`config.mk`:
```
export PLATFORM = sky130hd
export DESIGN_NAME = acr_core
export DESIGN_NICKNAME = d
export VERILOG_FILES = /design/src/logic/acr_pkg.sv /design/src/logic/acr_fifo.sv /design/src/logic/acr_core.sv
export SDC_FILE = /design/constraint.sdc
export NUM_CORES = 1
export LEC_CHECK = 0
export BUFFER_PORTS_ARGS = -buffer_cell sky130_fd_sc_hd__buf_2
export CAP_MARGIN = 20
export CORE_ASPECT_RATIO = 0.7
export CORE_MARGIN = 2
export CORE_UTILIZATION = 55
export CTS_CLUSTER_SIZE = 40
export DETAILED_ROUTE_END_ITERATION = 8
export PLACE_DENSITY_LB_ADDON = 0.3
export SLEW_MARGIN = 5
export SYNTH_ARGS = -nofsm -noshare
export SYNTH_HDL_FRONTEND = slang
export SYNTH_HIERARCHICAL = 1
export SYNTH_SLANG_ARGS = --single-unit
```
`constraint.sdc`:
```
create_clock -name clk_sys -period 4.5 [get_ports clk_sys]
set_input_delay 0 -clock clk_sys [delete_from_list [all_inputs] [get_ports clk_sys]]
set_output_delay 0 -clock clk_sys [all_outputs]
set_load 0.05 [all_outputs]
```
`src/logic/acr_pkg.sv`:
```
// package of constants and types for the converter conversion and read-out block
// Summary of operation
// RQ1 - every conversion lasts exactly thirteen periods of the selected conversion clock; code pauses the count while the fifo is full
// RQ2 - host keeps external conversion clock between 100kHz and 20MHz
// RQ3 - strap high selects internal oscillator, external clock pin ignored
// RQ4 - strap low selects external clock pin for conversions
// RQ5 - track while start low, sample at rising edge, internal mode converts then
// RQ6 - host holds start low at least 100ns and at most 1ms
// RQ7 - host delivers first external clock pulse within 10us of sampling
// RQ8 - external mode: both done flags fall at rising edge of thirteenth clock; code holds them high while the fifo is full
// RQ9 - internal mode: done flags fall within 900ns of start rising edge; code holds them high while the fifo is full
// RQ10 - both done flags pulse low whenever a new result is ready
// RQ11 - per-conversion flag rises at next external clock edge or start fall
// RQ12 - last-conversion flag stays low until start falls for next sequence
// RQ13 - host keeps start high until it has read the result
// RQ14 - start falling mid-conversion aborts it and begins a new acquisition
// RQ15 - host keeps data bus quiet 50ns before each start falling edge
// RQ16 - result bus driven only while select and read both low
// RQ17 - host lowers select and read after a done flag; raising read releases
// RQ18 - select held low, around reads, or tied to read behave identically
// RQ19 - power-down high shuts analog parts and holds both done flags high
// RQ20 - result bus drive is independent of power-down
// RQ21 - falling edge of power-down launches a conversion like start rising
// RQ22 - host discards first result after power-down exit and waits 1ms
// RQ23 - host waits 1ms after power-up and discards first result
// RQ24 - count clock edges from sampling, load result at thirteen, hold until next
package acr_pkg;
	localparam int ACR_DATA_W = 12;
	localparam int ACR_CONV_CYCLES = 13;
	localparam int ACR_CNT_W = 4;
	localparam int ACR_CLK_MHZ = 100;
	// internal oscillator period in system clocks (about 16.7 MHz, keeps 13 ticks under 900 ns)
	localparam int ACR_INT_DIV = 6;
	localparam int ACR_EOC_MAX_NS = 900;
	localparam int ACR_EOC_MAX_CYC = (ACR_EOC_MAX_NS * ACR_CLK_MHZ) / 1000;
	localparam logic [ACR_DATA_W-1:0] ACR_RESULT_RST = 12'h000;
	localparam int ACR_FIFO_DEPTH = 8;
	typedef enum logic [3:0] {
		ACR_IDLE = 4'b0001,
		ACR_TRACK = 4'b0010,
		ACR_CONV = 4'b0100,
		ACR_DONE = 4'b1000
	} acr_state_t;
endpackage

```
`src/logic/acr_fifo.sv`:
```
// parameterised sample fifo with valid and ready on both sides
`timescale 1ns/1ps
module acr_fifo #(
	parameter int WIDTH = 12,
	parameter int DEPTH = 8
) (
	input wire logic clk_sys, // system clock
	input wire logic resetn, // async reset, active low
	input wire logic in_valid, // write request
	output logic in_ready, // not full
	input wire logic [WIDTH-1:0] in_data, // write word
	output logic out_valid, // not empty
	input wire logic out_ready, // read accept
	output logic [WIDTH-1:0] out_data // head word
);
	localparam int AW = $clog2(DEPTH);
	logic [WIDTH-1:0] mem_q [DEPTH];
	logic [AW-1:0] wp_q, wp_d, rp_q, rp_d;
	logic [AW:0] cnt_q, cnt_d;
	logic wr, rd;

	assign in_ready = (cnt_q != DEPTH[AW:0]);
	assign out_valid = (cnt_q != '0);
	assign out_data = mem_q[rp_q];
	assign wr = in_valid && in_ready;
	assign rd = out_valid && out_ready;

	always_comb begin
		wp_d = wr ? AW'(wp_q + 1'b1) : wp_q;
		rp_d = rd ? AW'(rp_q + 1'b1) : rp_q;
		cnt_d = cnt_q;
		if (wr && !rd) begin
			cnt_d = (AW+1)'(cnt_q + 1'b1);
		end else if (rd && !wr) begin
			cnt_d = (AW+1)'(cnt_q - 1'b1);
		end
	end

	always_ff @(posedge clk_sys or negedge resetn) begin
		if (!resetn) begin
			wp_q <= '0;
			rp_q <= '0;
			cnt_q <= '0;
		end else begin
			wp_q <= wp_d;
			rp_q <= rp_d;
			cnt_q <= cnt_d;
		end
	end

	always_ff @(posedge clk_sys) begin
		if (wr) begin
			mem_q[wp_q] <= in_data;
		end
	end
endmodule

```
`src/logic/acr_core.sv`:
```
// conversion sequencer, done flags and tri-state result read-out
`timescale 1ns/1ps
module acr_core
	import acr_pkg::*;
#(
	parameter int DATA_W = ACR_DATA_W,
	parameter int FIFO_DEPTH = ACR_FIFO_DEPTH
) (
	input wire logic clk_sys, // system clock, 100 MHz
	input wire logic resetn, // async reset, active low
	input wire logic sample_start, // conversion start pin
	input wire logic conv_clk_ext, // external conversion clock pin
	input wire logic clock_source_select, // strap: 1 internal, 0 external
	input wire logic power_down, // shutdown pin
	input wire logic chip_sel_n, // chip select, active low
	input wire logic read_n, // read strobe, active low
	input wire logic [DATA_W-1:0] sample_value, // quantised input from converter array
	output logic conv_done_n, // per-conversion done flag
	output logic last_conv_done_n, // last-conversion done flag
	output logic [DATA_W-1:0] result_bus_o, // result bus output value
	output logic result_bus_oe, // result bus output enable
	output logic sample_ready // fifo can accept a sample
);
	//------------------------------------------------------------
	// pin synchronisers
	//------------------------------------------------------------
	logic [1:0] st_s1_q, ck_s1_q, pd_s1_q, cs_s1_q, rd_s1_q;
	logic st_q, ck_q, pd_q, cs_q, rd_q;
	logic st_prev_q, ck_prev_q, pd_prev_q;
	logic st_rise, st_fall, ck_rise, pd_fall;
	// edges are ignored until the synchronisers hold real pin samples
	logic sync_ok;

	always_ff @(posedge clk_sys or negedge resetn) begin
		if (!resetn) begin
			st_s1_q <= 2'h0;
			ck_s1_q <= 2'h0;
			pd_s1_q <= 2'h0;
			cs_s1_q <= 2'h3;
			rd_s1_q <= 2'h3;
			st_prev_q <= 1'b0;
			ck_prev_q <= 1'b0;
			pd_prev_q <= 1'b0;
		end else begin
			st_s1_q <= {st_s1_q[0], sample_start};
			ck_s1_q <= {ck_s1_q[0], conv_clk_ext};
			pd_s1_q <= {pd_s1_q[0], power_down};
			cs_s1_q <= {cs_s1_q[0], chip_sel_n};
			rd_s1_q <= {rd_s1_q[0], read_n};
			st_prev_q <= st_q;
			ck_prev_q <= ck_q;
			pd_prev_q <= pd_q;
		end
	end

	assign st_q = st_s1_q[1];
	assign ck_q = ck_s1_q[1];
	assign pd_q = pd_s1_q[1];
	assign cs_q = cs_s1_q[1];
	assign rd_q = rd_s1_q[1];
	assign st_rise = sync_ok && st_q && !st_prev_q;
	assign st_fall = sync_ok && !st_q && st_prev_q;
	assign ck_rise = sync_ok && ck_q && !ck_prev_q;
	assign pd_fall = sync_ok && !pd_q && pd_prev_q;

	//------------------------------------------------------------
	// strap capture after reset release
	//------------------------------------------------------------
	logic [1:0] sel_s_q;
	logic [2:0] strap_age_q;
	logic int_mode_q, int_mode_d;

	// strap is taken once the synchroniser holds a real sample, then frozen
	always_comb begin
		int_mode_d = strap_age_q[2] ? int_mode_q : sel_s_q[1];
	end

	always_ff @(posedge clk_sys or negedge resetn) begin
		if (!resetn) begin
			sel_s_q <= 2'h0;
			int_mode_q <= 1'b0;
			strap_age_q <= 3'h0;
		end else begin
			sel_s_q <= {sel_s_q[0], clock_source_select};
			int_mode_q <= int_mode_d;
			strap_age_q <= {strap_age_q[1:0], 1'b1};
		end
	end

	assign sync_ok = strap_age_q[2];

	//------------------------------------------------------------
	// internal oscillator
	//------------------------------------------------------------
	logic [2:0] osc_q, osc_d;
	logic osc_tick, conv_tick;

	always_comb begin
		osc_d = (osc_q == 3'(ACR_INT_DIV - 1)) ? 3'h0 : 3'(osc_q + 1'b1);
	end

	always_ff @(posedge clk_sys or negedge resetn) begin
		if (!resetn) begin
			osc_q <= 3'h0;
		end else begin
			osc_q <= osc_d;
		end
	end

	assign osc_tick = (osc_q == 3'h0);
	// selected conversion clock edge
	assign conv_tick = int_mode_q ? osc_tick : ck_rise; // RQ3 RQ4

	//------------------------------------------------------------
	// conversion sequencer
	//------------------------------------------------------------
	acr_state_t state_q, state_d;
	logic [ACR_CNT_W-1:0] cnt_q, cnt_d;
	logic [DATA_W-1:0] held_q, held_d;
	logic [DATA_W-1:0] result_q, result_d;
	logic eoc_n_q, eoc_n_d, last_conv_done_n_n_q, last_conv_done_n_n_d;
	logic launch, fifo_push, fifo_ready;

	// start rising edge or shutdown exit samples and launches
	assign launch = (st_rise && !pd_q) || pd_fall; // RQ5 RQ21

	always_comb begin
		state_d = state_q;
		cnt_d = cnt_q;
		held_d = held_q;
		result_d = result_q;
		eoc_n_d = eoc_n_q;
		last_conv_done_n_n_d = last_conv_done_n_n_q;
		fifo_push = 1'b0;
		if (st_fall) begin
			eoc_n_d = 1'b1; // RQ11
			last_conv_done_n_n_d = 1'b1; // RQ12
		end else if (ck_rise && !int_mode_q && state_q != ACR_CONV) begin
			eoc_n_d = 1'b1; // RQ11
		end
		case (state_q)
			ACR_IDLE, ACR_DONE: begin
				if (st_fall) begin
					state_d = ACR_TRACK;
				end else if (launch) begin
					held_d = sample_value;
					cnt_d = '0;
					state_d = ACR_CONV;
				end
			end
			ACR_TRACK: begin
				if (launch) begin
					held_d = sample_value; // RQ5
					cnt_d = '0;
					state_d = ACR_CONV;
				end
			end
			ACR_CONV: begin
				if (st_fall) begin
					state_d = ACR_TRACK; // RQ14
				end else if (conv_tick && fifo_ready) begin
					cnt_d = ACR_CNT_W'(cnt_q + 1'b1);
					if (cnt_q == ACR_CNT_W'(ACR_CONV_CYCLES - 1)) begin
						result_d = held_q; // RQ24
						fifo_push = 1'b1;
						eoc_n_d = 1'b0; // RQ1 RQ8 RQ9 RQ10
						last_conv_done_n_n_d = 1'b0; // RQ10
						state_d = ACR_DONE;
					end
				end
			end
			default: begin
				state_d = ACR_IDLE;
			end
		endcase
		if (pd_q) begin
			eoc_n_d = 1'b1; // RQ19
			last_conv_done_n_n_d = 1'b1; // RQ19
			state_d = ACR_IDLE;
		end
	end

	always_ff @(posedge clk_sys or negedge resetn) begin
		if (!resetn) begin
			state_q <= ACR_IDLE;
			cnt_q <= '0;
			held_q <= ACR_RESULT_RST;
			result_q <= ACR_RESULT_RST;
			eoc_n_q <= 1'b1;
			last_conv_done_n_n_q <= 1'b1;
		end else begin
			state_q <= state_d;
			cnt_q <= cnt_d;
			held_q <= held_d;
			result_q <= result_d;
			eoc_n_q <= eoc_n_d;
			last_conv_done_n_n_q <= last_conv_done_n_n_d;
		end
	end

	assign conv_done_n = eoc_n_q;
	assign last_conv_done_n = last_conv_done_n_n_q;
	assign sample_ready = fifo_ready;

	//------------------------------------------------------------
	// result buffer and read-out
	//------------------------------------------------------------
	logic fifo_valid, rd_act, rd_act_prev_q, pop;
	logic [DATA_W-1:0] fifo_data, bus_q, bus_d;

	// select and read low together, order of their fall irrelevant
	assign rd_act = !cs_q && !rd_q; // RQ16 RQ18 RQ20
	// one word consumed per read, taken when read ends
	assign pop = rd_act_prev_q && !rd_act && fifo_valid; // RQ17

	acr_fifo #(
		.WIDTH(DATA_W),
		.DEPTH(FIFO_DEPTH)
	) u_fifo (
		.clk_sys(clk_sys),
		.resetn(resetn),
		.in_valid(fifo_push),
		.in_ready(fifo_ready),
		.in_data(held_q),
		.out_valid(fifo_valid),
		.out_ready(pop),
		.out_data(fifo_data)
	);

	always_comb begin
		bus_d = bus_q;
		if (rd_act && !rd_act_prev_q) begin
			bus_d = fifo_valid ? fifo_data : result_q; // RQ17
		end
	end

	always_ff @(posedge clk_sys or negedge resetn) begin
		if (!resetn) begin
			bus_q <= ACR_RESULT_RST;
			rd_act_prev_q <= 1'b0;
		end else begin
			bus_q <= bus_d;
			rd_act_prev_q <= rd_act;
		end
	end

	assign result_bus_o = bus_q;
	// enable follows the strobes only, never power-down
	assign result_bus_oe = rd_act_prev_q && rd_act; // RQ16 RQ20
endmodule

```
Word level (Yosys, flattened, before mapping)
Memory sizes are Yosys's and may differ from the RTL's.
Index checks and enable logic that the tools add are counted.
{ "word_totals": {"ram_bits": 96, "word_cells": 126, "ff_bits": 79, "latch_bits": 0, "output_inout_bits": 16, "n_memories": 1, "rom_bits": 0} }
{ "op_classes": {"div_mod_pow": 0, "n_lt_le_gt_ge": 0, "eq_ne": 13, "n_bitwise": 1, "muxes": 39, "n_shift": 0, "n_reduce_logical": 43, "n_addsub": 6, "n_mul": 0} }
{ "memory_table": {"columns": ["name", "words", "width", "rd", "rd_clocked_by_memory_dff", "wr", "line", "text"], "rows": [
  ["u_fifo.mem_q", 8, 12, 1, 0, 1, "acr_fifo.sv:17", "logic [WIDTH-1:0] mem_q [DEPTH];"]
]} }
{ "ops": {"columns": ["op", "count"], "rows": [
  ["$mux W4", 12],
  ["$mux W12", 3],
  ["$pmux W12 S2", 1],
  ["$pmux W4 S3", 2],
  ["$logic_and A1 B1 Y1", 21],
  ["$mux W1", 20],
  ["$ne A4 B4 Y1 const B", 3],
  ["$logic_not A1 Y1", 11],
  ["$add A3 B1 Y3 const B", 3],
  ["$add A4 B1 Y4 const B", 2],
  ["$eq A4 B4 Y1 const B", 2],
  ["$reduce_and A4 Y1", 2],
  ["$ne A2 B2 Y1 const B", 3],
  ["$eq A4 B1 Y1 const B", 1],
  ["$eq A4 B2 Y1 const B", 1],
  ["$eq A4 B3 Y1 const B", 1],
  ["$ne A4 B3 Y1 const B", 1],
  ["$reduce_and A2 Y1", 2],
  ["$reduce_bool A2 Y1", 2],
  ["$reduce_bool A4 Y1", 1],
  ["$sub A4 B1 Y4 const B", 1],
  ["$eq A3 B3 Y1 const B", 1],
  ["$logic_not A3 Y1", 1],
  ["$mux W3", 1],
  ["other kinds (4)", 4]
]} }

Depth between registers and ports, before layout
Gate-level depths: netlist (run 1).
{ "depth": {"word_depth": 12, "ltp_mapped": 13, "ltp_nobuf": 12} }

By module
The synthesis (run 1) kept the hierarchy.
{ "by_module_without_submodules": {"columns": ["mod", "instances", "seq_area_each_um2", "area_each_um2", "cells_per_inst"], "rows": [
  ["acr_fifo", 1, 3133.0, 4319.1, 201],
  ["acr_core", 1, 1735.4, 2786.4, 211]
]} }

Worst setup path after synthesis (run 1)
OpenSTA, ideal clock, no wires.
{ "synth_path": {"path_kind": "flip-flop to flip-flop", "from": "register u_fifo.cnt_q[0]", "to": "memory u_fifo.mem_q[0][0], enable pin", "setup_ns": 0.412, "n_path_buf": 2, "slack_ns": 1.214, "required_time_ns": 4.088, "t_arrival_ns": 2.874, "synth_period_minus_slack_ns": 3.286, "stages_incl_launch_ff": 8, "cell_sequence": "dfrtp_1 -> or4b_1 -> buf_2 -> o21ai_1 -> nor3_4 -> buf_6 -> nand2_4 -> nor4_1"} }
{ "synth_between": {"elab_chain_len": 8} }
{ "synth_lines": {"columns": ["item", "line", "text"], "rows": [
  ["start: declaration", "acr_fifo.sv:19", "logic [AW:0] cnt_q, cnt_d;"],
  ["start signal: assignment", "acr_fifo.sv:47", "cnt_q <= cnt_d;"],
  ["$ne A4 B4 Y1", "acr_fifo.sv:22", "assign in_ready = (cnt_q != DEPTH[AW:0]);"],
  ["via sample_ready", "acr_core.sv:22", "output logic sample_ready"],
  ["$logic_and A1 B1 Y1", "acr_core.sv:161", "end else if (conv_tick && fifo_ready) begin"],
  ["$mux W1", "acr_core.sv:161", null],
  ["$mux W1", "acr_core.sv:159", "if (st_fall) begin"],
  ["$mux W1", "acr_core.sv:141", "case (state_q)"],
  ["via fifo_push", "acr_core.sv:122", "logic launch, fifo_push, fifo_ready;"],
  ["$logic_and A1 B1 Y1", "acr_fifo.sv:25", "assign wr = in_valid && in_ready;"],
  ["$mux W1", "acr_fifo.sv:52", "if (wr) begin"],
  ["$mux W1 (implied by the code)", "acr_fifo.sv:53", "mem_q[wp_q] <= in_data;"],
  ["end: declaration", "acr_fifo.sv:17", null]
]} }
The timed path passes the listed nets, and every way through them passes these cells.

Worst setup path after layout (run 1)
{ "layout_path": {"from": "register u_fifo.cnt_q[0]", "to": "register u_fifo.cnt_q[3]"} }
{ "layout_between": {"elab_chain_len": 9} }
{ "layout_lines": {"columns": ["item", "line", "text"], "rows": [
  ["$ne A4 B4 Y1 (*)", "acr_fifo.sv:22", null],
  ["$logic_and A1 B1 Y1", "acr_core.sv:161", null],
  ["$mux W1", "acr_core.sv:161", null],
  ["$mux W1", "acr_core.sv:159", null],
  ["$mux W1", "acr_core.sv:141", null],
  ["$logic_and A1 B1 Y1 (*)", "acr_fifo.sv:25", null],
  ["via u_fifo.wr", "acr_fifo.sv:20", "logic wr, rd;"],
  ["$logic_not A1 Y1", "acr_fifo.sv:34", "end else if (rd && !wr) begin"],
  ["$logic_and A1 B1 Y1", "acr_fifo.sv:34", null],
  ["$reduce_bool A2 Y1 (no source line)", null, null]
]} }
Mark *: on every way through the listed nets, which the timed path passes. The rest lies on a longest branch. The select of a mux whose other input is x is not followed.
A chain may end at the register's enable or synchronous reset.

==> results of run 1 <==
## final cells by class
class                   count  area, µm²  area share, %
well taps                 162        203           2.45
clock inverters            10       70.1          0.846
repair buffers             67        505           6.10
flip-flops and latches    175       4870           58.8
multi-input cells         211       2090           25.2
inverters                   8       30.0          0.363
clock buffers              22        518           6.26
## power groups by stage
stage	sequential (mW)	clock, mW	combinational (mW)
2_1_floorplan	2.11	0	0.176
3_3_place_gp	2.11	0	0.264
3_5_place_dp	2.13	0	0.271
4_1_cts	2.10	1.45	0.287
5_1_grt	2.13	1.52	0.311
6_report	2.10	1.43	0.288
## kinds of logic (layout without fill, tap and decap cells)
| kind of cell | count (synthesis) | count (layout) | share of synthesized area, % |
|---|---|---|---|
| other | 1 | 1 | 0.0528 |
| AOI/OAI and AO/OA | 36 | 36 | 2.99 |
| adders and majority gates | 8 | 8 | 1.51 |
| buffers and inverters | 26 | 107 | 2.29 |
| xor gates and xnor gates | 9 | 9 | 1.11 |
| muxes | 79 | 79 | 17.5 |
| and+or+nand+nor | 78 | 78 | 6.07 |
| DFF | 175 | 175 | 68.5 |
## Yosys cell counts (2+ instances only)
cell type / instances
sky130_fd_sc_hd__mux2_2: 28
sky130_fd_sc_hd__inv_1: 8
sky130_fd_sc_hd__and2_1: 4
sky130_fd_sc_hd__ha_1: 7
sky130_fd_sc_hd__dfrtp_1: 72
sky130_fd_sc_hd__xor2_1: 3
sky130_fd_sc_hd__nand3_1: 11
sky130_fd_sc_hd__buf_2: 2
sky130_fd_sc_hd__xnor2_1: 6
sky130_fd_sc_hd__mux2i_1: 14
sky130_fd_sc_hd__dfstp_2: 7
sky130_fd_sc_hd__clkbuf_1: 7
sky130_fd_sc_hd__mux4_1: 20
sky130_fd_sc_hd__nand2_1: 9
sky130_fd_sc_hd__or3_1: 4
sky130_fd_sc_hd__mux4_2: 4
sky130_fd_sc_hd__mux2_1: 7
sky130_fd_sc_hd__nand3b_1: 2
sky130_fd_sc_hd__o21ai_0: 8
sky130_fd_sc_hd__nor3_1: 7
sky130_fd_sc_hd__nand2b_1: 3
sky130_fd_sc_hd__a21oi_1: 16
sky130_fd_sc_hd__edfxtp_1: 96
sky130_fd_sc_hd__nor2_1: 24
sky130_fd_sc_hd__o211ai_1: 2
sky130_fd_sc_hd__nor2b_1: 2
sky130_fd_sc_hd__mux2_4: 6
sky130_fd_sc_hd__buf_6: 6
## worst max-delay path, delay by kind of cell, from the launching register on
kind                       cells  cell delay, ns
adders and majority gates      2            0.55
DFF                            1            0.47
AOI/OAI and AO/OA              3            0.49
and+or+nand+nor                4            1.44
buffers and inverters          2            0.21
## path summary, 6_finish.rpt
kind	endpoint	slack (ns)
worst max-delay path	u_fifo/cnt_q[3]$_DFFE_PN0P_	1.20
worst min-delay path	held_q[1]$_DFFE_PN0P_	0.06
worst max register to register	u_fifo/cnt_q[3]$_DFFE_PN0P_	1.20
worst min register to register	st_s1_q[1]$_DFF_PN0_	0.35
max in group asynchronous	state_q[0]$_DFFE_PN1P_	3.79
min in group clk_sys	ck_s1_q[0]$_DFF_PN0_	0.22
## layer usage
metal  share of wire [%]  track usage [%]  vias to the layer above
met5                   0                0                        -
met4                 1.2             5.77                        0
li1                    -                -                     1712
met2                  49             33.2                       93
met3                 4.8             5.01                       16
met1                  45             29.1                     1945
## through the flow
step           cell area (µm²)  std cells  hold WS, ns  utilization, %
6_report                  8280        655       0.0591            66.2
5_1_grt                   8280        655       0.0966            66.2
4_1_cts                   8230        653        0.210            65.8
3_5_place_dp              7450        602        0.110            59.5
3_3_place_gp              7450        602        0.106            59.5
2_1_floorplan             7110        412       -0.296               -
## registers in the layout, summed over array words and instances, names as in the netlist, 3 cells and up
signal and count:
u_fifo/mem_q 96, held_q 12, result_bus_o 12, result_q 12
cnt_q 4, state_q 4, u_fifo/cnt_q 4, osc_q 3
strap_age_q 3, u_fifo/rp_q 3, u_fifo/wp_q 3
==> impl_metrics.xml, run 1 <==
<?xml version="1.0" encoding="UTF-8"?>
<metrics>
  <group name="pwr">
    <metric name="leakage" unit="nW">3.17</metric>
    <metric name="power.clock.fraction" unit="%">37.5</metric>
    <metric name="power.sequential.fraction" unit="%">55.0</metric>
    <metric name="pwr-share-comb" unit="%">7.6</metric>
    <metric name="power.density" unit="mW/mm²">461</metric>
    <metric name="netSwitchingFraction" unit="%">24.5</metric>
    <metric name="worst_ir_drop_vdd" unit="µV">374</metric>
    <metric name="fin_total_pwr" unit="mW">3.82</metric>
    <metric name="intPower" unit="mW">2.88</metric>
    <metric name="switching_power" unit="µW">935</metric>
  </group>
  <group name="logic_synthesis">
    <metric name="post_synth_inst_count" unit="">412</metric>
    <metric name="synthesis.area" unit="mm²">0.00711</metric>
    <metric name="synth-edff-count" unit="">96</metric>
    <metric name="synth_top_area_share" unit="%">40.6</metric>
    <metric name="synth_top_cell_by_area" unit="">sky130_fd_sc_hd__edfxtp_1</metric>
    <metric name="synthesis.yosys.warnings" unit="">6</metric>
    <metric name="synthFlopType" unit="">sky130_fd_sc_hd__edfxtp_1</metric>
    <metric name="post_synth_num_cell_types" unit="">55</metric>
    <metric name="ys_seq_area_share" unit="%">68.5</metric>
    <metric name="synth-async-reset-ratio" unit="%">45.1</metric>
    <metric name="synthesis.nets" unit="">440</metric>
    <metric name="synth.avg_cell_area" unit="µm²">17.2</metric>
    <metric name="synth_top_cells_by_area" unit="">sky130_fd_sc_hd__edfxtp_1, sky130_fd_sc_hd__dfrtp_1, sky130_fd_sc_hd__mux4_1</metric>
    <metric name="yosys_register_bits" unit="">175</metric>
  </group>
  <group name="place">
    <metric name="detailed_place_hpwl" unit="mm">7.58</metric>
    <metric name="gp_congestion" unit="">0.786</metric>
    <metric name="dpl_worst_slack" unit="ns">1.22</metric>
    <metric name="buffer_ports.inserted" unit="">35</metric>
  </group>
  <group name="grt">
    <metric name="grt-ovfl-total" unit="">0</metric>
    <metric name="initial_antenna_violation_count" unit="">0</metric>
    <metric name="grt_pass1_wl" unit="mm">21.1</metric>
    <metric name="aggregate_global_route_resource_usage" unit="%">20.7</metric>
    <metric name="grt_start_max_net_pins" unit="">80</metric>
    <metric name="first_global_vias" unit="">3863</metric>
  </group>
  <group name="clocking">
    <metric name="cts-buffers-inserted" unit="">17</metric>
    <metric name="postCtsSetupRepairBufs" unit="">0</metric>
    <metric name="cts_tree" unit="">built</metric>
    <metric name="cts_resized" unit="">0</metric>
    <metric name="ctsRootBufferMaster" unit="">sky130_fd_sc_hd__clkbuf_16</metric>
    <metric name="cts-hold-fix-buffers" unit="">19</metric>
    <metric name="worst_skew_pair.late_latency" unit="ns">0.42</metric>
    <metric name="clk_pin_slew_worst_paths" unit="ns">0.07</metric>
    <metric name="h-tree-depth" unit="">4</metric>
    <metric name="cts-root-to-sink-buffers" unit="">2</metric>
    <metric name="cts_sinks" unit="">175</metric>
  </group>
  <group name="route">
    <metric name="totalWireLength" unit="mm">13.4</metric>
    <metric name="first_pass_iters" unit="">4</metric>
    <metric name="detail_route.wl_per_cell" unit="µm">20.4</metric>
    <metric name="route.detailed.drc" unit="">0</metric>
    <metric name="num_vias" unit="">3766</metric>
    <metric name="drt-vias-per-instance" unit="">5.75</metric>
    <metric name="drtAntennaViolNets" unit="">0</metric>
    <metric name="violation_count_after_the_first_detailed_routing_iteration" unit="">268</metric>
  </group>
  <group name="timing">
    <metric name="fin_worst_skew" unit="ns">0.0117</metric>
    <metric name="final-setup-viol-count" unit="">0</metric>
    <metric name="worst_rel_slew_slack" unit="%">32.1</metric>
    <metric name="max_clock_freq" unit="MHz">303</metric>
    <metric name="max_slew.worst_pin.slew" unit="ns">1.02</metric>
    <metric name="maxSlewViolCount" unit="">0</metric>
    <metric name="report.final.hold_viol_count" unit="">0</metric>
    <metric name="finalSetupTns" unit="ns">0</metric>
    <metric name="finalWorstPathRequiredPeriod" unit="ns">3.30</metric>
    <metric name="grt_setup_unrepaired" unit="">no</metric>
    <metric name="fin_crit_sh" unit="%">73.4</metric>
    <metric name="setup_slack" unit="ns">1.20</metric>
  </group>
  <group name="floorplanning">
    <metric name="coreArea" unit="mm²">0.0125</metric>
    <metric name="placement_rows" unit="">34</metric>
    <metric name="die_area" unit="mm²">0.0139</metric>
    <metric name="boundaryPins" unit="">36</metric>
    <metric name="floorplan.initialDensity" unit="%">56.8</metric>
    <metric name="die_h" unit="µm">99.1</metric>
    <metric name="chipWidth" unit="µm">140</metric>
  </group>
  <group name="cells_and_area">
    <metric name="area.growth.synth_to_final" unit="%">16.5</metric>
    <metric name="antennaDiodeCount" unit="">0</metric>
    <metric name="mostFrequentLayoutCells" unit="">sky130_fd_sc_hd__edfxtp_1, sky130_fd_sc_hd__dfrtp_1, sky130_fd_sc_hd__buf_2</metric>
    <metric name="final_layout_size_suffix_gt1_share" unit="%">26.8</metric>
    <metric name="filler_cell_count" unit="">835</metric>
    <metric name="most_common_cell_after_layout_fill_and_taps_aside" unit="">sky130_fd_sc_hd__edfxtp_1</metric>
    <metric name="final_net_count" unit="">508</metric>
  </group>
  <group name="critical_path">
    <metric name="critPathMaxStageDelay" unit="ns">0.67</metric>
    <metric name="critPathArrivalTime" unit="ns">3.59</metric>
    <metric name="worst-path-max-fanout" unit="">7</metric>
    <metric name="critPathCaptureType" unit="">flop</metric>
    <metric name="setup.worst_path.start_class" unit="">flop</metric>
    <metric name="crit_path_cells" unit="">or4b_1 &gt; o21ai_1 &gt; nor3_4 &gt; nand2_4 &gt; inv_1 &gt; ha_1 &gt; inv_1 &gt; ha_1 &gt; or4_1 &gt; o211ai_1 &gt; o211ai_1</metric>
    <metric name="timing.critical_path.from" unit="">u_fifo/cnt_q[0]$_DFFE_PN0P_</metric>
    <metric name="rr_startpoint" unit="">u_fifo/cnt_q[0]$_DFFE_PN0P_</metric>
    <metric name="worst_setup_path_category" unit="">flop to flop</metric>
    <metric name="cp_data_required_time" unit="ns">4.79</metric>
    <metric name="slowest_cell_on_crit_path" unit="">sky130_fd_sc_hd__or4b_1</metric>
    <metric name="worst-r2r-cell-count" unit="">11</metric>
  </group>
  <group name="flow_run">
    <metric name="max_cap_violations" unit="">0</metric>
  </group>
  <group name="outcome">
    <metric name="outcome" unit="">complete, no violations</metric>
  </group>
  <group name="hold_path">
    <metric name="worstHoldPathType" unit="">input port to async pin</metric>
  </group>
</metrics>
(Power assumes the default switching activity.)
==> inputs of run 2 (changes only) <==
- clock period: 4.5 -> 3.5 ns (I/O delays scaled with it)
==> impl_metrics.xml, run 2 (synthesized netlist as in run 1, its figures left out) <==
<?xml version="1.0" encoding="UTF-8"?>
<metrics>
  <group name="grt">
    <metric name="grt_start_max_net_pins" unit="">80</metric>
    <metric name="grt-ovfl-total" unit="">0</metric>
    <metric name="aggregate_global_route_resource_usage" unit="%">21.0</metric>
    <metric name="first_global_vias" unit="">3955</metric>
    <metric name="initial_antenna_violation_count" unit="">0</metric>
    <metric name="grt_pass1_wl" unit="mm">21.4</metric>
  </group>
  <group name="floorplanning">
    <metric name="placement_rows" unit="">34</metric>
    <metric name="chipWidth" unit="µm">140</metric>
    <metric name="floorplan.initialDensity" unit="%">56.8</metric>
    <metric name="coreArea" unit="mm²">0.0125</metric>
    <metric name="die_area" unit="mm²">0.0139</metric>
    <metric name="die_h" unit="µm">99.1</metric>
    <metric name="boundaryPins" unit="">36</metric>
  </group>
  <group name="critical_path">
    <metric name="cp_data_required_time" unit="ns">3.78</metric>
    <metric name="worst-path-max-fanout" unit="">7</metric>
    <metric name="critPathArrivalTime" unit="ns">3.52</metric>
    <metric name="worst_setup_path_category" unit="">flop to flop</metric>
    <metric name="worst-r2r-cell-count" unit="">11</metric>
    <metric name="setup.worst_path.start_class" unit="">flop</metric>
    <metric name="critPathCaptureType" unit="">flop</metric>
  </group>
  <group name="clocking">
    <metric name="clk_pin_slew_worst_paths" unit="ns">0.06</metric>
    <metric name="cts_sinks" unit="">175</metric>
    <metric name="h-tree-depth" unit="">4</metric>
    <metric name="cts-root-to-sink-buffers" unit="">2</metric>
    <metric name="worst_skew_pair.late_latency" unit="ns">0.42</metric>
    <metric name="cts_tree" unit="">built</metric>
    <metric name="cts-buffers-inserted" unit="">17</metric>
    <metric name="ctsRootBufferMaster" unit="">sky130_fd_sc_hd__clkbuf_16</metric>
  </group>
  <group name="route">
    <metric name="first_pass_iters" unit="">4</metric>
    <metric name="violation_count_after_the_first_detailed_routing_iteration" unit="">215</metric>
    <metric name="num_vias" unit="">3767</metric>
    <metric name="detail_route.wl_per_cell" unit="µm">20.4</metric>
    <metric name="totalWireLength" unit="mm">13.4</metric>
    <metric name="drt-vias-per-instance" unit="">5.73</metric>
    <metric name="route.detailed.drc" unit="">0</metric>
    <metric name="drtAntennaViolNets" unit="">0</metric>
  </group>
  <group name="cells_and_area">
    <metric name="antennaDiodeCount" unit="">0</metric>
    <metric name="most_common_cell_after_layout_fill_and_taps_aside" unit="">sky130_fd_sc_hd__edfxtp_1</metric>
    <metric name="registers.top_by_ff_count" unit="">u_fifo/mem_q</metric>
    <metric name="final_layout_size_suffix_gt1_share" unit="%">27.5</metric>
    <metric name="area.growth.synth_to_final" unit="%">17.1</metric>
    <metric name="filler_cell_count" unit="">838</metric>
    <metric name="mostFrequentLayoutCells" unit="">sky130_fd_sc_hd__edfxtp_1, sky130_fd_sc_hd__dfrtp_1, sky130_fd_sc_hd__buf_2</metric>
    <metric name="final_net_count" unit="">510</metric>
    <metric name="fin_util" unit="%">66.5</metric>
    <metric name="max_reg_flops" unit="">96</metric>
  </group>
  <group name="timing">
    <metric name="finalWorstPathRequiredPeriod" unit="ns">3.24</metric>
    <metric name="report.final.hold_viol_count" unit="">13</metric>
    <metric name="maxSlewViolCount" unit="">0</metric>
    <metric name="whs" unit="ns">-0.0279</metric>
    <metric name="final-setup-viol-count" unit="">0</metric>
    <metric name="worst_rel_slew_slack" unit="%">33.6</metric>
    <metric name="finalSetupTns" unit="ns">0</metric>
    <metric name="grt_setup_unrepaired" unit="">no</metric>
    <metric name="max_slew.worst_pin.slew" unit="ns">0.996</metric>
    <metric name="max_clock_freq" unit="MHz">309</metric>
    <metric name="fin_worst_skew" unit="ns">0.00938</metric>
    <metric name="fin_crit_sh" unit="%">92.5</metric>
  </group>
  <group name="hold_path">
    <metric name="worstHoldPathType" unit="">input port to async pin</metric>
  </group>
  <group name="place">
    <metric name="gp_congestion" unit="">0.750</metric>
    <metric name="detailed_place_hpwl" unit="mm">8.00</metric>
    <metric name="buffer_ports.inserted" unit="">35</metric>
  </group>
  <group name="outcome">
    <metric name="outcome" unit="">complete, but fails checks</metric>
    <metric name="violations_in_the_final_reports" unit="">negative hold slack</metric>
  </group>
  <group name="pwr">
    <metric name="power.density" unit="mW/mm²">602</metric>
    <metric name="leakage" unit="nW">3.21</metric>
    <metric name="worst_ir_drop_vdd" unit="µV">454</metric>
  </group>
  <group name="flow_run">
    <metric name="max_cap_violations" unit="">0</metric>
  </group>
</metrics>
run 2: changes by cell type in the layout (fill, tap and decap cells not counted), sizes merged:
| cell | before | now |
|---|---|---|
| buf | 48 | 50 |
| clkinv | 3 | 6 |
| inv | 13 | 11 |
| clkinvlp | 2 | 0 |
| clkbuf | 22 | 21 |
| bufinv | 0 | 2 |
run 2: worst paths after layout:
check / startpoint / endpoint / slack [ns]
worst max-delay path: u_fifo/cnt_q[0]$_DFFE_PN0P_ / u_fifo/cnt_q[3]$_DFFE_PN0P_ / 0.26
worst min-delay path: resetn / held_q[0]$_DFFE_PN0P_ / -0.03
worst max register to register: u_fifo/cnt_q[0]$_DFFE_PN0P_ / u_fifo/cnt_q[3]$_DFFE_PN0P_ / 0.26
worst min register to register: strap_age_q[0]$_DFF_PN0_ / strap_age_q[1]$_DFF_PN0_ / 0.35
max in group asynchronous: resetn / conv_done_n$_DFF_PN1_ / 2.89
min in group clk_sys: clock_source_select / sel_s_q[0]$_DFF_PN0_ / 0.21
run 2: per-stage QoR:
stage               power, mW  cell area (µm²)  cells  worst slack (ns)
floorplan                2.94             7110    412             0.214
global placement         3.05             7470    605             0.359
detailed placement       3.09             7470    605             0.177
CTS                      5.06             8290    656             0.140
global route             5.21             8320    657            0.0781
finish                   5.00             8320    657             0.262
run 2: what timing repair did:
action,4_1_cts,5_1_grt
hold buffers,19,0
buffers inserted,0,0
setup endpoints to repair,0,1
endpoints found under the hold margin,90,0
gates resized for setup,0,1
run 2: where the power goes:
part / leakage (nW) / total, mW / switching, mW / internal, mW
logic: 1.04 / 0.367 / 0.194 / 0.172
clock network: 0.314 / 1.95 / 0.766 / 1.18
registers: 1.85 / 2.69 / 0.221 / 2.47
run 2: final cells by class:
type,instances,area (µm²),area share [%]
clock inverters,11,124,1.49
flip-flops and latches,175,4870,58.5
multi-input cells,211,2090,25.1
inverters,8,30.0,0.361
repair buffers,69,500,6.02
clock buffers,21,503,6.05
well taps,162,203,2.44
run 2: worst max-delay path: stages, from the launching register on:
cell and delay, ns:
sky130_fd_sc_hd__dfrtp_1 0.46, sky130_fd_sc_hd__or4b_1 0.68, sky130_fd_sc_hd__o21ai_2 0.18, sky130_fd_sc_hd__nor3_4 0.09
sky130_fd_sc_hd__nand2_4 0.11, sky130_fd_sc_hd__inv_1 0.06, sky130_fd_sc_hd__ha_1 0.25, sky130_fd_sc_hd__inv_1 0.16
sky130_fd_sc_hd__ha_1 0.32, sky130_fd_sc_hd__or4_1 0.55, sky130_fd_sc_hd__o211ai_1 0.11, sky130_fd_sc_hd__o211ai_1 0.12
run 2: metal layers:
metal	GRT usage, %	up-vias	part of all wire [%]
li1	-	1719	-
met1	28.8	1921	44
met2	33.0	105	49
met3	5.30	22	5.2
met4	8.38	0	1.8
met5	0	-	0
==> inputs of run 3 (changes only) <==
- CORE_MARGIN: 2 -> 3
- GPL_TIMING_DRIVEN: default -> 0
- RECOVER_POWER: default -> 50
==> impl_metrics.xml, run 3 (synthesized netlist as in run 1, its figures left out) <==
<?xml version="1.0" encoding="UTF-8"?>
<metrics>
  <group name="timing">
    <metric name="max_clock_freq" unit="MHz">297</metric>
    <metric name="finalWorstPathRequiredPeriod" unit="ns">3.37</metric>
    <metric name="worst_rel_slew_slack" unit="%">-20.7</metric>
    <metric name="report.final.hold_viol_count" unit="">0</metric>
    <metric name="whs" unit="ns">0.208</metric>
    <metric name="setup_slack" unit="ns">0.129</metric>
    <metric name="fin_worst_skew" unit="ns">0.0139</metric>
    <metric name="maxSlewViolCount" unit="">34</metric>
    <metric name="final-setup-viol-count" unit="">0</metric>
    <metric name="max_slew.worst_pin.slew" unit="ns">1.81</metric>
    <metric name="fin_crit_sh" unit="%">96.3</metric>
  </group>
  <group name="route">
    <metric name="violation_count_after_the_first_detailed_routing_iteration" unit="">292</metric>
    <metric name="num_vias" unit="">3821</metric>
    <metric name="totalWireLength" unit="mm">13.6</metric>
    <metric name="drtAntennaViolNets" unit="">0</metric>
    <metric name="first_pass_iters" unit="">4</metric>
    <metric name="detail_route.wl_per_cell" unit="µm">20.4</metric>
    <metric name="drt-vias-per-instance" unit="">5.71</metric>
    <metric name="route.detailed.drc" unit="">0</metric>
  </group>
  <group name="critical_path">
    <metric name="critPathTopFamily" unit="">simple AND/OR/NAND/NOR gates</metric>
    <metric name="worst_setup_path_category" unit="">flop to flop</metric>
    <metric name="critPathMaxStageDelay" unit="ns">0.57</metric>
    <metric name="slowest_cell_on_crit_path" unit="">sky130_fd_sc_hd__or4_1</metric>
    <metric name="setup.worst_path.start_class" unit="">flop</metric>
    <metric name="rr_startpoint" unit="">u_fifo/cnt_q[0]$_DFFE_PN0P_</metric>
    <metric name="worstPathBufferInverterCount" unit="">4</metric>
    <metric name="cp_data_required_time" unit="ns">3.80</metric>
    <metric name="crit_path_cells" unit="">or4b_1 &gt; buf_2 &gt; o21ai_2 &gt; nor3_4 &gt; buf_6 &gt; nand2_4 &gt; inv_1 &gt; ha_2 &gt; inv_2 &gt; ha_1 &gt; or4_1 &gt; o211ai_1 &gt; o211ai_1</metric>
    <metric name="critPathCaptureType" unit="">flop</metric>
    <metric name="worst-path-max-fanout" unit="">12</metric>
    <metric name="critPathArrivalTime" unit="ns">3.67</metric>
    <metric name="timing.critical_path.from" unit="">u_fifo/cnt_q[0]$_DFFE_PN0P_</metric>
    <metric name="critical_path.most_common_cell" unit="">sky130_fd_sc_hd__o211ai_1</metric>
  </group>
  <group name="flow_run">
    <metric name="max_cap_violations" unit="">1</metric>
  </group>
  <group name="pwr">
    <metric name="fin_total_pwr" unit="mW">4.90</metric>
    <metric name="leakage" unit="nW">3.21</metric>
    <metric name="power.density" unit="mW/mm²">584</metric>
    <metric name="worst_ir_drop_vdd" unit="µV">394</metric>
  </group>
  <group name="clocking">
    <metric name="worst_skew_pair.late_latency" unit="ns">0.43</metric>
    <metric name="clk_pin_slew_worst_paths" unit="ns">0.07</metric>
    <metric name="h-tree-depth" unit="">4</metric>
    <metric name="cts-buffers-inserted" unit="">17</metric>
    <metric name="cts-root-to-sink-buffers" unit="">2</metric>
    <metric name="cts_sinks" unit="">175</metric>
    <metric name="ctsRootBufferMaster" unit="">sky130_fd_sc_hd__clkbuf_16</metric>
    <metric name="cts_tree" unit="">built</metric>
  </group>
  <group name="cells_and_area">
    <metric name="final_net_count" unit="">522</metric>
    <metric name="fin_util" unit="%">67.1</metric>
    <metric name="antennaDiodeCount" unit="">0</metric>
    <metric name="max_reg_flops" unit="">96</metric>
    <metric name="final_layout_size_suffix_gt1_share" unit="%">29.4</metric>
    <metric name="filler_cell_count" unit="">818</metric>
    <metric name="register_area" unit="mm²">0.00487</metric>
    <metric name="registers.top_by_ff_count" unit="">u_fifo/mem_q</metric>
    <metric name="area.growth.synth_to_final" unit="%">18.1</metric>
    <metric name="mostFrequentLayoutCells" unit="">sky130_fd_sc_hd__edfxtp_1, sky130_fd_sc_hd__dfrtp_1, sky130_fd_sc_hd__buf_2</metric>
    <metric name="area_taken_by_multi_input_logic_gates" unit="mm²">0.00212</metric>
    <metric name="finish.instance_area" unit="mm²">0.00839</metric>
    <metric name="most_common_cell_after_layout_fill_and_taps_aside" unit="">sky130_fd_sc_hd__edfxtp_1</metric>
  </group>
  <group name="grt">
    <metric name="initial_antenna_violation_count" unit="">0</metric>
    <metric name="grt_pass1_wl" unit="mm">21.5</metric>
    <metric name="aggregate_global_route_resource_usage" unit="%">20.5</metric>
    <metric name="first_global_vias" unit="">3824</metric>
    <metric name="grt_start_max_net_pins" unit="">48</metric>
    <metric name="grt-ovfl-total" unit="">0</metric>
  </group>
  <group name="outcome">
    <metric name="outcome" unit="">complete, but fails checks</metric>
    <metric name="violations_in_the_final_reports" unit="">max-capacitance violations, max-slew violations</metric>
  </group>
  <group name="place">
    <metric name="total_placed_instance_area" unit="mm²">0.00762</metric>
    <metric name="dpl_worst_slack" unit="ns">-0.219</metric>
    <metric name="gp_congestion" unit="">0.788</metric>
    <metric name="buffer_ports.inserted" unit="">35</metric>
    <metric name="detailed_place_hpwl" unit="mm">8.89</metric>
  </group>
  <group name="floorplanning">
    <metric name="floorplan.initialDensity" unit="%">56.8</metric>
    <metric name="coreArea" unit="mm²">0.0125</metric>
    <metric name="placement_rows" unit="">34</metric>
    <metric name="die_area" unit="mm²">0.0143</metric>
    <metric name="boundaryPins" unit="">36</metric>
    <metric name="die_h" unit="µm">101</metric>
    <metric name="chipWidth" unit="µm">142</metric>
  </group>
  <group name="hold_path">
    <metric name="worstHoldPathType" unit="">input port to flop</metric>
    <metric name="hold_path.startpoint" unit="">sample_start</metric>
  </group>
</metrics>
-- run 3: cell types whose count changed in the layout (fill, tap and decap cells not counted), sizes merged --
cell    previous run  this run
clkinv             6         3
bufinv             2         0
clkbuf            21        28
buf               50        52
inv               11        19
-- run 3: stage by stage --
| step | cells | setup TNS, ns |
|---|---|---|
| after floorplan | 412 | 0 |
| after global placement | 609 | -41.00 |
| after detailed placement | 617 | -0.219 |
| after CTS | 669 | 0 |
| after global routing | 669 | -0.0123 |
| final | 669 | 0 |
-- run 3: metal layers --
metal,share of wire (%),up-vias,track usage [%]
li1,-,1745,-
met1,47,1960,29.4
met2,47,98,32.0
met3,4.6,18,4.13
met4,1.2,0,6.64
met5,0,-,0
-- run 3: final timing paths --
check / to / slack, ns / cells past startpoint
min in group asynchronous: result_q[3]$_DFFE_PN0P_ / 0.60 / 2
worst max-delay path: u_fifo/cnt_q[3]$_DFFE_PN0P_ / 0.13 / 13
max in group asynchronous: u_fifo/wp_q[0]$_DFFE_PN0P_ / 0.89 / 3
worst max register to register: u_fifo/cnt_q[3]$_DFFE_PN0P_ / 0.13 / 13
worst min register to register: ck_s1_q[1]$_DFF_PN0_ / 0.35 / 0
worst min-delay path: st_s1_q[0]$_DFF_PN0_ / 0.21 / 2
-- run 3: power by group --
group | internal [mW] | switching (mW) | total [mW] | leakage (nW)
sequential | 2.47 | 0.210 | 2.68 | 1.85
clock | 0.964 | 0.839 | 1.80 | 0.285
combinational | 0.191 | 0.222 | 0.414 | 1.08
total | 3.62 | 1.27 | 4.90 | 3.21
-- run 3: cell type report --
cell class | count | area share, %
timing repair buffer | 63 | 5.43
clock inverter | 14 | 1.58
buffer | 18 | 1.63
tap | 162 | 2.42
inverter | 8 | 0.358
sequential | 175 | 58.0
multi-input combinational | 211 | 25.3
clock buffer | 18 | 5.23
-- run 3: repair_timing --
item                       4_1_cts  5_1_grt
hold endpoints to repair        95        0
buffers inserted                 1        0
setup endpoints to repair        1        1
pin swaps                        1        0
resized for setup                5        8
hold buffers                    19        0
-- run 3: worst register-to-register path: cells and delay by family (launching register included) --
kind	cells	cell delay, ns
buffers and inverters	4	0.58
DFF	1	0.46
adders and majority gates	2	0.53
and+or+nand+nor	4	1.33
AOI/OAI and AO/OA	3	0.34
